`src/hdl/tcc_cfg.svh`:
```
// tcc_cfg.svh: offsets, field positions, reset values and counts
// assumes: included by the two design files by bare name
`ifndef TCC_CFG_SVH
`define TCC_CFG_SVH
`define TCC_CHAIN_BIT      7
`define TCC_IRQSEL_BIT     6
`define TCC_MD_LO          2
`define TCC_SZ_BIT         0
`define TCC_MODE_NORMAL    2'h0
`define TCC_MODE_REPEAT    2'h1
`define TCC_MODE_BLOCK     2'h2
`define TCC_EN_RESET       8'h00
`define TCC_NUM_EN_REGS    5
// record word layout in ram: 0 mode_a+src, 1 mode_b+dst, 2 counts
`define TCC_REC_WORDS      3
// host register offsets
`define TCC_REG_EN_A       4'h0
`define TCC_REG_EN_B       4'h1
`define TCC_REG_EN_C       4'h2
`define TCC_REG_EN_D       4'h3
`define TCC_REG_EN_E       4'h4
`define TCC_REG_STATUS     4'h5
`define TCC_REG_REQ        4'h6
`define TCC_REG_RECBASE    4'h7
`define TCC_REG_LAST       4'h8
`endif

```
`src/hdl/tcc_pkg.sv`:
```
// tcc_pkg: types used by the controller end of the transfer controller
// assumes: tcc_cfg.svh supplies the numeric constants
package tcc_pkg;
    typedef enum logic [1:0] { TCC_NORMAL, TCC_REPEAT, TCC_BLOCK,
                               TCC_BAD } tcc_mode_e;
    typedef enum { TCC_IDLE, TCC_LOAD, TCC_READ, TCC_WRITE, TCC_BACK,
                   TCC_DONE } tcc_state_e;
endpackage : tcc_pkg

```
`src/hdl/tcc_link_if.sv`:
```
// tcc_link_if: joins the controller with its host-side partner
// assumes: both ends on clk_in; partner drives ram, sources and enables
`timescale 1ns/1ps
interface tcc_link_if;
    logic        req_valid;   // activation from an enabled source
    logic [5:0]  req_vec;     // source index: reg*8 + (7-bit)
    logic        req_ack;     // controller took the request
    logic [39:0] en_bits;     // all enable bits, a in [39:32]
    logic        en_clr;      // pulse: clear enable bit of req_vec
    logic        src_clr;     // pulse: clear source flag of req_vec
    logic        cpu_irq;     // pulse: interrupt the cpu for req_vec
    logic        ram_rd;
    logic        ram_wr;
    logic [7:0]  ram_addr;    // word index of record
    logic [31:0] ram_wdata;
    logic [31:0] ram_rdata;   // valid while ram_rd stands
    logic        bus_rd;
    logic        bus_wr;
    logic        bus_word;
    logic [23:0] bus_addr;
    logic [15:0] bus_wdata;
    logic [15:0] bus_rdata;   // valid while bus_rd stands
    logic        busy;
    modport ctrl (input req_valid, req_vec, en_bits, ram_rdata, bus_rdata,
                  output req_ack, en_clr, src_clr, cpu_irq, ram_rd, ram_wr,
                  ram_addr, ram_wdata, bus_rd, bus_wr, bus_word, bus_addr,
                  bus_wdata, busy);
    modport host (output req_valid, req_vec, en_bits, ram_rdata, bus_rdata,
                  input req_ack, en_clr, src_clr, cpu_irq, ram_rd, ram_wr,
                  ram_addr, ram_wdata, bus_rd, bus_wr, bus_word, bus_addr,
                  bus_wdata, busy);
endinterface : tcc_link_if

```
`src/hdl/tcc_ctrl.sv`:
```
// tcc_ctrl: transfer controller engine; loads a register record, moves
// one unit, updates counts, writes the count word back, applies end rules
// assumes: partner answers ram and bus reads in the strobe's cycle
// How it works
// chain bit set continues with next record
// chained unit skips count end and clears
// irq select set: irq every unit, flag kept
// irq select clear: irq only at count end
// mode_b bits 5..0 ignored, written as zero; the code never writes mode_b back
// 24-bit source address gives read address
// word transfers need even source address
// 24-bit destination gives write address, even
// normal mode: 16-bit count, ends at zero
// repeat/block: low byte counts, reloads upper
// block mode: count b ends at zero
// five 8-bit enable registers, fixed sources
// enable bit routes source here, resets zero
// enable cleared on irq-select end or count end
// enable bits map to fixed vectors
// software changes enable bits one at a time
// registers live in ram, loaded and written back; the code writes back only the count word
// mode field 00 normal, 01 repeat, 10 block
// size bit: 0 byte, 1 word
// block mode: count b steps per block
`timescale 1ns/1ps
`include "tcc_cfg.svh"
module tcc_ctrl #(
    parameter int REC_AW = 8
) (
    input  wire logic  clk_in,
    input  wire logic  rst_n_in,
    tcc_link_if.ctrl   link,
    input  wire logic [REC_AW-1:0] rec_base_in,  // first record word
    output logic       busy_out
);
    typedef struct packed {
        tcc_pkg::tcc_state_e st;
        logic [7:0]  mode_a;
        logic [7:0]  mode_b;
        logic [23:0] src;
        logic [23:0] dst;
        logic [15:0] cnt_a;
        logic [15:0] cnt_b;
        logic [15:0] data;
        logic [5:0]  vec;
        logic [REC_AW-1:0] rec;
        logic [1:0]  word_ix;
        logic        req_ack;
        logic        en_clr;
        logic        src_clr;
        logic        cpu_irq;
        logic        ram_rd;
        logic        ram_wr;
        logic [REC_AW-1:0] ram_addr;
        logic [31:0] ram_wdata;
        logic        bus_rd;
        logic        bus_wr;
        logic        bus_word;
        logic [23:0] bus_addr;
        logic [15:0] bus_wdata;
        logic        busy;
    } tcc_ctrl_s;

    tcc_ctrl_s st_ff;
    tcc_ctrl_s nxt_st;
    tcc_pkg::tcc_mode_e mode;
    logic        word_sz;
    logic        cnt_end;
    logic [15:0] nxt_cnt_a;
    logic [15:0] nxt_cnt_b;

    // two-bit mode field of mode_a; mode_b low six bits never read
    assign mode    = tcc_pkg::tcc_mode_e'(st_ff.mode_a[`TCC_MD_LO +: 2]);
    assign word_sz = st_ff.mode_a[`TCC_SZ_BIT];

    always_comb
    begin
        nxt_cnt_a = st_ff.cnt_a;
        nxt_cnt_b = st_ff.cnt_b;
        cnt_end   = 1'b0;
        unique case (mode)
            tcc_pkg::TCC_NORMAL:
            begin
                nxt_cnt_a = st_ff.cnt_a - 16'h0001;
                cnt_end   = (nxt_cnt_a == 16'h0000);
            end
            tcc_pkg::TCC_REPEAT:
            begin
                nxt_cnt_a[7:0] = st_ff.cnt_a[7:0] - 8'h01;
                if (nxt_cnt_a[7:0] == 8'h00)
                    nxt_cnt_a[7:0] = st_ff.cnt_a[15:8];
            end
            tcc_pkg::TCC_BLOCK:
            begin
                nxt_cnt_a[7:0] = st_ff.cnt_a[7:0] - 8'h01;
                if (nxt_cnt_a[7:0] == 8'h00)
                begin
                    nxt_cnt_a[7:0] = st_ff.cnt_a[15:8];
                    nxt_cnt_b      = st_ff.cnt_b - 16'h0001;
                    cnt_end        = (nxt_cnt_b == 16'h0000);
                end
            end
            default:
            begin
                cnt_end = 1'b1;  // prohibited mode: stop at once
            end
        endcase
    end

    always_comb
    begin
        nxt_st         = st_ff;
        nxt_st.req_ack = 1'b0;
        nxt_st.en_clr  = 1'b0;
        nxt_st.src_clr = 1'b0;
        nxt_st.cpu_irq = 1'b0;
        nxt_st.ram_rd  = 1'b0;
        nxt_st.ram_wr  = 1'b0;
        nxt_st.bus_rd  = 1'b0;
        nxt_st.bus_wr  = 1'b0;
        unique case (st_ff.st)
            tcc_pkg::TCC_IDLE:
            begin
                nxt_st.busy = 1'b0;
                // request only honoured while its enable bit is set
                if (link.req_valid && link.en_bits[6'd39 - link.req_vec])
                begin
                    nxt_st.req_ack  = 1'b1;
                    nxt_st.busy     = 1'b1;
                    nxt_st.vec      = link.req_vec;
                    nxt_st.rec      = rec_base_in;
                    nxt_st.word_ix  = 2'h0;
                    nxt_st.ram_rd   = 1'b1;
                    nxt_st.ram_addr = rec_base_in;
                    nxt_st.st       = tcc_pkg::TCC_LOAD;
                end
            end
            tcc_pkg::TCC_LOAD:
            begin
                // record fetched from ram, one word a cycle
                unique case (st_ff.word_ix)
                    2'h0:
                    begin
                        nxt_st.mode_a = link.ram_rdata[31:24];
                        nxt_st.src    = link.ram_rdata[23:0];
                    end
                    2'h1:
                    begin
                        nxt_st.mode_b = link.ram_rdata[31:24];
                        nxt_st.dst    = link.ram_rdata[23:0];
                    end
                    default:
                    begin
                        nxt_st.cnt_a = link.ram_rdata[31:16];
                        nxt_st.cnt_b = link.ram_rdata[15:0];
                    end
                endcase
                if (st_ff.word_ix == 2'h2)
                begin
                    nxt_st.bus_rd   = 1'b1;
                    nxt_st.bus_word = st_ff.mode_a[`TCC_SZ_BIT];
                    nxt_st.bus_addr = st_ff.src;
                    nxt_st.st       = tcc_pkg::TCC_READ;
                end
                else
                begin
                    nxt_st.word_ix  = st_ff.word_ix + 2'h1;
                    nxt_st.ram_rd   = 1'b1;
                    nxt_st.ram_addr = st_ff.rec + REC_AW'(st_ff.word_ix) + REC_AW'(1);
                end
            end
            tcc_pkg::TCC_READ:
            begin
                nxt_st.data      = word_sz ? link.bus_rdata
                                           : {8'h00, link.bus_rdata[7:0]};
                nxt_st.bus_wr    = 1'b1;
                nxt_st.bus_addr  = st_ff.dst;
                nxt_st.bus_wdata = word_sz ? link.bus_rdata
                                           : {8'h00, link.bus_rdata[7:0]};
                nxt_st.st        = tcc_pkg::TCC_WRITE;
            end
            tcc_pkg::TCC_WRITE:
            begin
                nxt_st.cnt_a    = nxt_cnt_a;
                nxt_st.cnt_b    = nxt_cnt_b;
                nxt_st.ram_wr   = 1'b1;
                nxt_st.ram_addr = st_ff.rec + REC_AW'(2);
                nxt_st.ram_wdata = {nxt_cnt_a, nxt_cnt_b};
                if (st_ff.mode_b[`TCC_CHAIN_BIT])
                begin
                    // chained: no end check, no flag or enable clear
                    nxt_st.rec      = st_ff.rec + REC_AW'(`TCC_REC_WORDS);
                    nxt_st.st       = tcc_pkg::TCC_BACK;
                end
                else
                begin
                    if (st_ff.mode_b[`TCC_IRQSEL_BIT] || cnt_end)
                        nxt_st.cpu_irq = 1'b1;
                    if (st_ff.mode_b[`TCC_IRQSEL_BIT] || cnt_end)
                        nxt_st.en_clr  = 1'b1;
                    if (!st_ff.mode_b[`TCC_IRQSEL_BIT] && !cnt_end)
                        nxt_st.src_clr = 1'b1;
                    nxt_st.st = tcc_pkg::TCC_DONE;
                end
            end
            tcc_pkg::TCC_BACK:
            begin
                // move on to the next record of the chain
                nxt_st.word_ix  = 2'h0;
                nxt_st.ram_rd   = 1'b1;
                nxt_st.ram_addr = st_ff.rec;
                nxt_st.st       = tcc_pkg::TCC_LOAD;
            end
            default:
            begin
                nxt_st.busy = 1'b0;
                nxt_st.st   = tcc_pkg::TCC_IDLE;
            end
        endcase
    end

    always_ff @(posedge clk_in)
    begin
        if (!rst_n_in)
        begin
            st_ff    <= '0;
            st_ff.st <= tcc_pkg::TCC_IDLE;
        end
        else
        begin
            st_ff <= nxt_st;
        end
    end

    assign link.req_ack   = st_ff.req_ack;
    assign link.en_clr    = st_ff.en_clr;
    assign link.src_clr   = st_ff.src_clr;
    assign link.cpu_irq   = st_ff.cpu_irq;
    assign link.ram_rd    = st_ff.ram_rd;
    assign link.ram_wr    = st_ff.ram_wr;
    assign link.ram_addr  = st_ff.ram_addr;
    assign link.ram_wdata = st_ff.ram_wdata;
    assign link.bus_rd    = st_ff.bus_rd;
    assign link.bus_wr    = st_ff.bus_wr;
    assign link.bus_word  = st_ff.bus_word;
    assign link.bus_addr  = st_ff.bus_addr;
    assign link.bus_wdata = st_ff.bus_wdata;
    assign link.busy      = st_ff.busy;
    assign busy_out       = st_ff.busy;
endmodule : tcc_ctrl

```
`src/flat_wrapper.sv`:
```
// flat-port wrapper written by rule: the top's interface ports become plain ports
module tcc_ctrl_flat 
#(
    parameter int REC_AW = 8
)
  (clk_in, rst_n_in, rec_base_in, busy_out, link_req_valid, link_req_vec, link_en_bits, link_ram_rdata, link_bus_rdata, link_req_ack, link_en_clr, link_src_clr, link_cpu_irq, link_ram_rd, link_ram_wr, link_ram_addr, link_ram_wdata, link_bus_rd, link_bus_wr, link_bus_word, link_bus_addr, link_bus_wdata, link_busy);
  tcc_link_if link_i ();
  input  wire logic clk_in;
  input  wire logic rst_n_in;
  input  wire logic [REC_AW-1:0] rec_base_in;
  output logic busy_out;
  input wire logic [$bits(link_i.req_valid)-1:0] link_req_valid;
  input wire logic [$bits(link_i.req_vec)-1:0] link_req_vec;
  input wire logic [$bits(link_i.en_bits)-1:0] link_en_bits;
  input wire logic [$bits(link_i.ram_rdata)-1:0] link_ram_rdata;
  input wire logic [$bits(link_i.bus_rdata)-1:0] link_bus_rdata;
  output wire logic [$bits(link_i.req_ack)-1:0] link_req_ack;
  output wire logic [$bits(link_i.en_clr)-1:0] link_en_clr;
  output wire logic [$bits(link_i.src_clr)-1:0] link_src_clr;
  output wire logic [$bits(link_i.cpu_irq)-1:0] link_cpu_irq;
  output wire logic [$bits(link_i.ram_rd)-1:0] link_ram_rd;
  output wire logic [$bits(link_i.ram_wr)-1:0] link_ram_wr;
  output wire logic [$bits(link_i.ram_addr)-1:0] link_ram_addr;
  output wire logic [$bits(link_i.ram_wdata)-1:0] link_ram_wdata;
  output wire logic [$bits(link_i.bus_rd)-1:0] link_bus_rd;
  output wire logic [$bits(link_i.bus_wr)-1:0] link_bus_wr;
  output wire logic [$bits(link_i.bus_word)-1:0] link_bus_word;
  output wire logic [$bits(link_i.bus_addr)-1:0] link_bus_addr;
  output wire logic [$bits(link_i.bus_wdata)-1:0] link_bus_wdata;
  output wire logic [$bits(link_i.busy)-1:0] link_busy;
  assign link_i.req_valid = link_req_valid;
  assign link_i.req_vec = link_req_vec;
  assign link_i.en_bits = link_en_bits;
  assign link_i.ram_rdata = link_ram_rdata;
  assign link_i.bus_rdata = link_bus_rdata;
  assign link_req_ack = link_i.req_ack;
  assign link_en_clr = link_i.en_clr;
  assign link_src_clr = link_i.src_clr;
  assign link_cpu_irq = link_i.cpu_irq;
  assign link_ram_rd = link_i.ram_rd;
  assign link_ram_wr = link_i.ram_wr;
  assign link_ram_addr = link_i.ram_addr;
  assign link_ram_wdata = link_i.ram_wdata;
  assign link_bus_rd = link_i.bus_rd;
  assign link_bus_wr = link_i.bus_wr;
  assign link_bus_word = link_i.bus_word;
  assign link_bus_addr = link_i.bus_addr;
  assign link_bus_wdata = link_i.bus_wdata;
  assign link_busy = link_i.busy;
  tcc_ctrl #(.REC_AW(REC_AW)) u_core (.clk_in(clk_in), .rst_n_in(rst_n_in), .link(link_i), .rec_base_in(rec_base_in), .busy_out(busy_out));
endmodule
```
`config.mk`:
```
export PLATFORM = sky130hd
export DESIGN_NAME = tcc_ctrl_flat
export DESIGN_NICKNAME = d
export VERILOG_FILES = /design/src/hdl/tcc_pkg.sv /design/src/hdl/tcc_link_if.sv /design/src/hdl/tcc_ctrl.sv /design/src/flat_wrapper.sv
export VERILOG_INCLUDE_DIRS = /design/src /design/src/hdl
export SDC_FILE = /design/constraint.sdc
export NUM_CORES = 1
export LEC_CHECK = 0
export ABC_AREA = 1
export BUFFER_PORTS_ARGS = -buffer_cell sky130_fd_sc_hd__buf_2
export CAP_MARGIN = 15
export CORE_MARGIN = 5
export CORE_UTILIZATION = 60
export CTS_CLUSTER_SIZE = 8
export DETAILED_ROUTE_END_ITERATION = 16
export PLACE_DENSITY = 0.86
export SYNTH_ARGS = -nofsm -noshare
export SYNTH_HDL_FRONTEND = slang
export SYNTH_SLANG_ARGS = --single-unit
```
`constraint.sdc`:
```
create_clock -name clk_in -period 4.1 [get_ports clk_in]
set_input_delay 1.025 -clock clk_in [delete_from_list [all_inputs] [get_ports clk_in]]
set_output_delay 1.025 -clock clk_in [all_outputs]
set_load 0.01 [all_outputs]
```
==> results of run 1 <==
## critical path, stage by stage
cell,delay [ps]
buf_2,220
inv_2,280
nand2_1,100
nand3_1,90
nand2_1,60
nand2_1,50
nand3_1,70
nand3_1,80
nand3_1,90
nand2_2,160
nand3_1,390
nand2_2,300
inv_1,110
nor2_1,120
nor2_1,50
## layout by cell type, fill, tap and decap left out, types with 8 or more instances in the layout
cell type,instances
a21oi_1,153
a31oi_1,28
buf_2,195
buf_4,8
clkbuf_16,17
dfxtp_1,187
ha_1,16
inv_1,100
inv_2,9
nand2_1,240
nand3_1,74
nand4_1,18
nor2_1,190
o21ai_0,150
o21ai_1,11
xor2_1,16
## metrics by stage
stage                     util [%]  cell area [um^2]  cells
final                         66.3             10800   1719
after global routing          66.3             10800   1719
after CTS                     66.3             10800   1719
after detailed placement      62.7             10300   1688
after global placement        62.7             10300   1688
after floorplan                  -              9890   1423
## report_power, final
part / internal (uW) / switching (uW) / total [uW] / leakage, uW
sequential: 1890 / 52.8 / 1950 / 0.00151
combinational: 237 / 431 / 668 / 0.00319
clock: 924 / 715 / 1640 / 0.000277
total: 3050 / 1200 / 4250 / 0.00498
## path summary, 6_finish.rpt
| path | from | endpoint | cells past startpoint | slack [ps] |
|---|---|---|---|---|
| max | link_req_vec[0] | u_core.st_ff[96]$_SDFFE_PN0P_ | 15 | 1210 |
| min | u_core.link.ram_wdata[5]$_SDFFE_PN0P_ | u_core.link.ram_wdata[5]$_SDFFE_PN0P_ | 2 | 460 |
| max reg2reg | u_core.st_ff[138]$_SDFFE_PN0P_ | u_core.link.en_clr$_SDFF_PP0_ | 12 | 1310 |
| min reg2reg | u_core.link.ram_wdata[5]$_SDFFE_PN0P_ | u_core.link.ram_wdata[5]$_SDFFE_PN0P_ | 2 | 460 |
## layer usage
metal | wire, um | up-vias | track usage, %
li1 | - | 4752 | -
met1 | 11500 | 4253 | 36.9
met2 | 12100 | 404 | 43.0
met3 | 2130 | 36 | 5.01
met4 | 470 | 0 | 7.70
met5 | 0 | - | 0
## state kept, by name, indices dropped and copies added (netlist names)
register               flops
u_core.link.bus_rd         1
u_core.busy_out            1
u_core.link.src_clr        1
u_core.link.bus_wr         1
u_core.link.ram_wr         1
u_core.link.bus_wdata     16
u_core.link.en_clr         1
u_core.link.bus_word       1
u_core.link.ram_rd         1
u_core.link.bus_addr      24
u_core.link.req_ack        1
u_core.mode                2
u_core.st_ff              96
u_core.link.ram_addr       8
u_core.link.ram_wdata     32
## cell type report
type / count / area, um^2
fillers: 1453 / 5510
clock inverters: 10 / 130
repair buffers: 203 / 1040
multi-input cells: 966 / 4780
clock buffers: 21 / 450
flip-flops and latches: 187 / 3740
well taps: 220 / 275
inverters: 112 / 420
## logic make-up (layout without fill, tap and decap cells)
group,after synthesis,count (layout)
DFF,187,187
buffers and inverters,270,346
and+or+nand+nor,557,557
adders and majority gates,17,17
xor gates and xnor gates,22,22
AOI/OAI and AO/OA,370,370
==> reports/metrics.csv, run 1 <==
metric,value,unit
synth-simple-area-share,24.1,%
antenna_found_initial,0,
grt_pass1_vias,8729,
syn_nets,1545,
diodes,0,
first_pass_iters,5,
synth_area,9890,um^2
crit_type,input pin to flop,
setup_tns,0,ps
worstHoldPathType,flop to flop,
grt_max_degree,91,
syn_avg_cell_area,6.95,um^2
die_h,138,um
cp.arrival,3210,ps
cts_resized,0,
synthMuxAreaShare,0,%
rows,47,
critical_path.endpoint_type,flop,
cts_hold_buf,0,
critPathLaunchType,input pin,
ys_ff_latch,187,
ys.flop_type,dfxtp_1,
post-route-min-period,2890,ps
leakagePower,0.00498,uW
synth_edf_count,0,
synth.distinct_cells,40,
synthCells,1423,
finClkSkew,6.89,ps
finalWorstSetupSlack,1210,ps
cts_max_level,4,
vias,9445,
hold_ws,462,ps
worstMarginPinSlew,982,ps
initial_core_util,60.5,%
synth-adder-area-share,2.23,%
die_area,19100,um^2
routed_wl,26100,um
cts_tree,built,
drive_gt1_share,17.7,%
synth_common_cells,"nand2_1, nor2_1, dfxtp_1, a21oi_1, o21ai_0",
drv_slew,0,
synth_top_area_share,37.9,%
area_growth,9.57,%
cts_setup_buffers,0,
synthXorXnorAreaFrac,2.10,%
cts_buffers,17,
dieWidth,138,um
ir_worst_vdd,325,uV
synthArstFlopShare,0,%
synth.area.top_cells,"dfxtp_1, nand2_1, a21oi_1, o21ai_0, nor2_1",
ioPinCount,196,
timing.final.crit_share,70.4,%
clk_latency,430,ps
viasPerCell,5.49,
hold_viol,0,
max_clock_freq,0.347,GHz
setup_viol,0,
clk_pin_slew,70,ps
synth.yosys.seq_area_share,37.9,%
p_per_area,393,nW/um^2
core_area,16300,um^2
hpwlAfterDp,18400,um
worstPathRequired,4420,ps
synth_top_family_by_area,simple AND/OR/NAND/NOR gates,
overflow,0,
outcome,"finished, final reports clean",
port-buffer-count,195,
rsz0062_at_grt,false,
grt_first_pass_wirelength,43300,um
p_total,4250,uW
drt_iter0_drc,977,
wl_per_cell,15.2,um
worstPathMaxFanout,21,
ant_nets,0,
synth_top_area_cell,dfxtp_1,
clock_sink_count,187,
grt_use_total,26.7,%
synth_compound_area_share,19.9,%
maxSlewHeadroom,34.4,%
clk_path_buf_depth,2,
cts_root_buffer,clkbuf_16,
place.gp.congestion,0.953,
yosys_warnings,0,
yosysMostFrequentCell,nand2_1,
post-place-ws,843,ps
route.detailed.drc,0,
fin_nets,1609,
cap_violations,0,
No activity file was read; power rests on OpenSTA's default activity.
==> run 2: changes to the inputs <==
- ABC_AREA: 1 -> 0
- CORE_UTILIZATION: 60 -> 56
- PLACE_DENSITY: 0.86 -> 0.81
- clock period: 4.1 -> 2.75 ns (I/O delays scaled with it)
==> reports/metrics.csv, run 2 <==
metric,value,unit,change
wl_per_cell,17.9,um,+17%
ys.flop_type,dfxtp_1,,
rows,48,,+2.1%
yosysMostFrequentCell,nand2_1,,
layout_common_cells,"nand2_1, buf_2, dfxtp_1",,
grt_pass1_vias,8577,,-1.7%
drive_gt1_share,23.0,%,+5.3 points
outcome,"finished, final reports clean",,
hold_ws,452,ps,-10.4 ps
viasPerCell,5.90,,+7.4%
overflow,0,,unchanged
ir_worst_vdd,429,uV,+32%
synth.distinct_cells,75,,+88%
first_pass_iters,5,,unchanged
cts_buffers,17,,unchanged
synth_top_area_cell,dfxtp_1,,
rsz0062_at_grt,false,,
drv_slew,0,,unchanged
drt_iter0_drc,907,,-7.2%
setup_viol,0,,unchanged
fin_nets,1455,,-9.6%
worstMarginPinSlew,1180,ps,+201 ps
syn_nets,1370,,-11%
route.detailed.drc,0,,unchanged
worstHoldPathType,flop to flop,,
clk_pin_slew,70,ps,about the same
timing.final.crit_share,95.6,%,
port-buffer-count,195,,unchanged
largest_reg_flops,96,,unchanged
routed_wl,28000,um,+7.3%
leakagePower,0.00469,uW,-5.9%
grt_use_total,26.9,%,+0.21 points
place.gp.congestion,0.971,,+1.9%
synth_common_cells,"nand2_1, dfxtp_1, a21oi_1, nor2_1, buf_4",,
hold_viol,0,,unchanged
clk_latency,440,ps,about the same
synth_top_area_share,37.4,%,-0.43 points
max_clock_freq,0.380,GHz,
grt_max_degree,73,,-20%
worstPathMaxFanout,6,,-71%
cts_max_level,4,,unchanged
r2r_setup_slack,120,ps,-1190 ps
synthCells,1248,,-12%
syn_avg_cell_area,8.01,um^2,+15%
dieWidth,144,um,+3.8%
critPathLaunchType,flop,,
cts_root_buffer,clkbuf_16,,
die_area,20600,um^2,+7.8%
synth.yosys.seq_area_share,37.4,%,-0.43 points
synth.area.top_cells,"dfxtp_1, nand2_1, buf_4, a21oi_1, mux2i_1",,
initial_core_util,57.4,%,-3.1 points
grt_first_pass_wirelength,44700,um,+3.0%
cp.arrival,2930,ps,-280 ps
ant_nets,0,,unchanged
clock_sink_count,187,,unchanged
ys_ff_latch,187,,unchanged
cap_violations,0,,unchanged
cts_tree,built,,
antenna_found_initial,0,,unchanged
finClkSkew,14.8,ps,+7.87 ps
post-route-min-period,2630,ps,
hpwlAfterDp,20000,um,+8.2%
final_common_cell,nand2_1,,
yosys_warnings,0,,unchanged
vias,9268,,-1.9%
ioPinCount,196,,unchanged
worstPathRequired,3050,ps,-1370 ps
area_growth,13.0,%,
synthArstFlopShare,0,%,unchanged
clk_path_buf_depth,2,,unchanged
synth_edf_count,0,,unchanged
die_h,144,um,+3.8%
cts_hold_buf,0,,unchanged
p_per_area,560,nW/um^2,+43%
top_register,u_core.st_ff,,
setup_tns,0,ps,unchanged
maxSlewHeadroom,21.1,%,-13 points
core_area,17400,um^2,+6.5%
crit_type,flop to flop,,
critical_path.endpoint_type,flop,,
synth_area,10000,um^2,+1.2%
run 2: cell count changes in the layout (fill, tap and decap cells not counted), sizes merged, moves of 42 or more:
cell   delta
nor2     -86
inv      -84
buf      +42
mux2i    +48
nand2    -46
nand3    -47
o21ai   -105
run 2: logic make-up (layout without fill, tap and decap cells):
family | after synthesis | in the layout | share of synthesized area (%)
other cells | 0 | 1 | 0
buf+inv | 205 | 302 | 11.4
xor+xnor | 37 | 37 | 3.24
flops | 187 | 187 | 37.4
simple gates | 446 | 446 | 20.4
mux | 55 | 55 | 6.38
compound gates | 301 | 301 | 19.0
fa+ha+maj | 17 | 17 | 2.20
run 2: stage by stage:
stage          cells  total power, uW  instance area, um^2  setup WS, ps  util, %
6_report        1571             6330                11300           120     64.9
5_1_grt         1570             6590                11300          13.2     64.9
4_1_cts         1569             6350                11300           121     64.8
3_5_place_dp    1538             3860                10700          -213     61.3
3_3_place_gp    1538             3850                10700          -129     61.3
2_1_floorplan   1248             3550                10000           121        -
run 2: power breakdown:
group / internal [uW] / total, uW / switching, uW
clock network: 1300 / 2510 / 1200
logic: 398 / 951 / 553
registers: 2790 / 2870 / 81.8
total: 4490 / 6330 / 1840
run 2: final timing paths:
kind,from,endpoint,cells past startpoint
worst min register to register,u_core.link.bus_wdata[15]$_SDFFE_PN0P_,u_core.link.bus_wdata[15]$_SDFFE_PN0P_,2
worst min-delay path,u_core.link.bus_wdata[15]$_SDFFE_PN0P_,u_core.link.bus_wdata[15]$_SDFFE_PN0P_,2
worst max register to register,u_core.st_ff[140]$_SDFFE_PN0P_,u_core.st_ff[122]$_SDFFE_PN0P_,9
worst max-delay path,u_core.st_ff[140]$_SDFFE_PN0P_,u_core.st_ff[122]$_SDFFE_PN0P_,9
run 2: layout make-up:
cell class / instances / area [um^2]
tap: 225 / 282
antenna: 1 / 2.50
sequential: 187 / 3740
multi-input combinational: 856 / 5160
clock buffer: 17 / 425
timing repair buffer: 245 / 1400
fill: 1526 / 6110
clock inverter: 14 / 185
inverter: 26 / 100
run 2: metal layers:
metal	global-route usage [%]	part of all wire, %
met3	7.05	8.5
met4	8.18	2.2
met2	42.1	47
met1	36.7	42
met5	0	0
run 2: what timing repair did:
action | in CTS | in global routing
gates resized for setup | 0 | 3
buffers inserted | 0 | 1
setup endpoints to repair | 0 | 9
run 2: worst max-delay path: stages (launching register included):
cell	delay, ps
dfxtp_1	400
or4_4	580
o31ai_2	300
a2111oi_4	120
buf_4	180
and2_2	220
buf_4	150
and3_1	170
a221oi_1	280
nor2_1	110
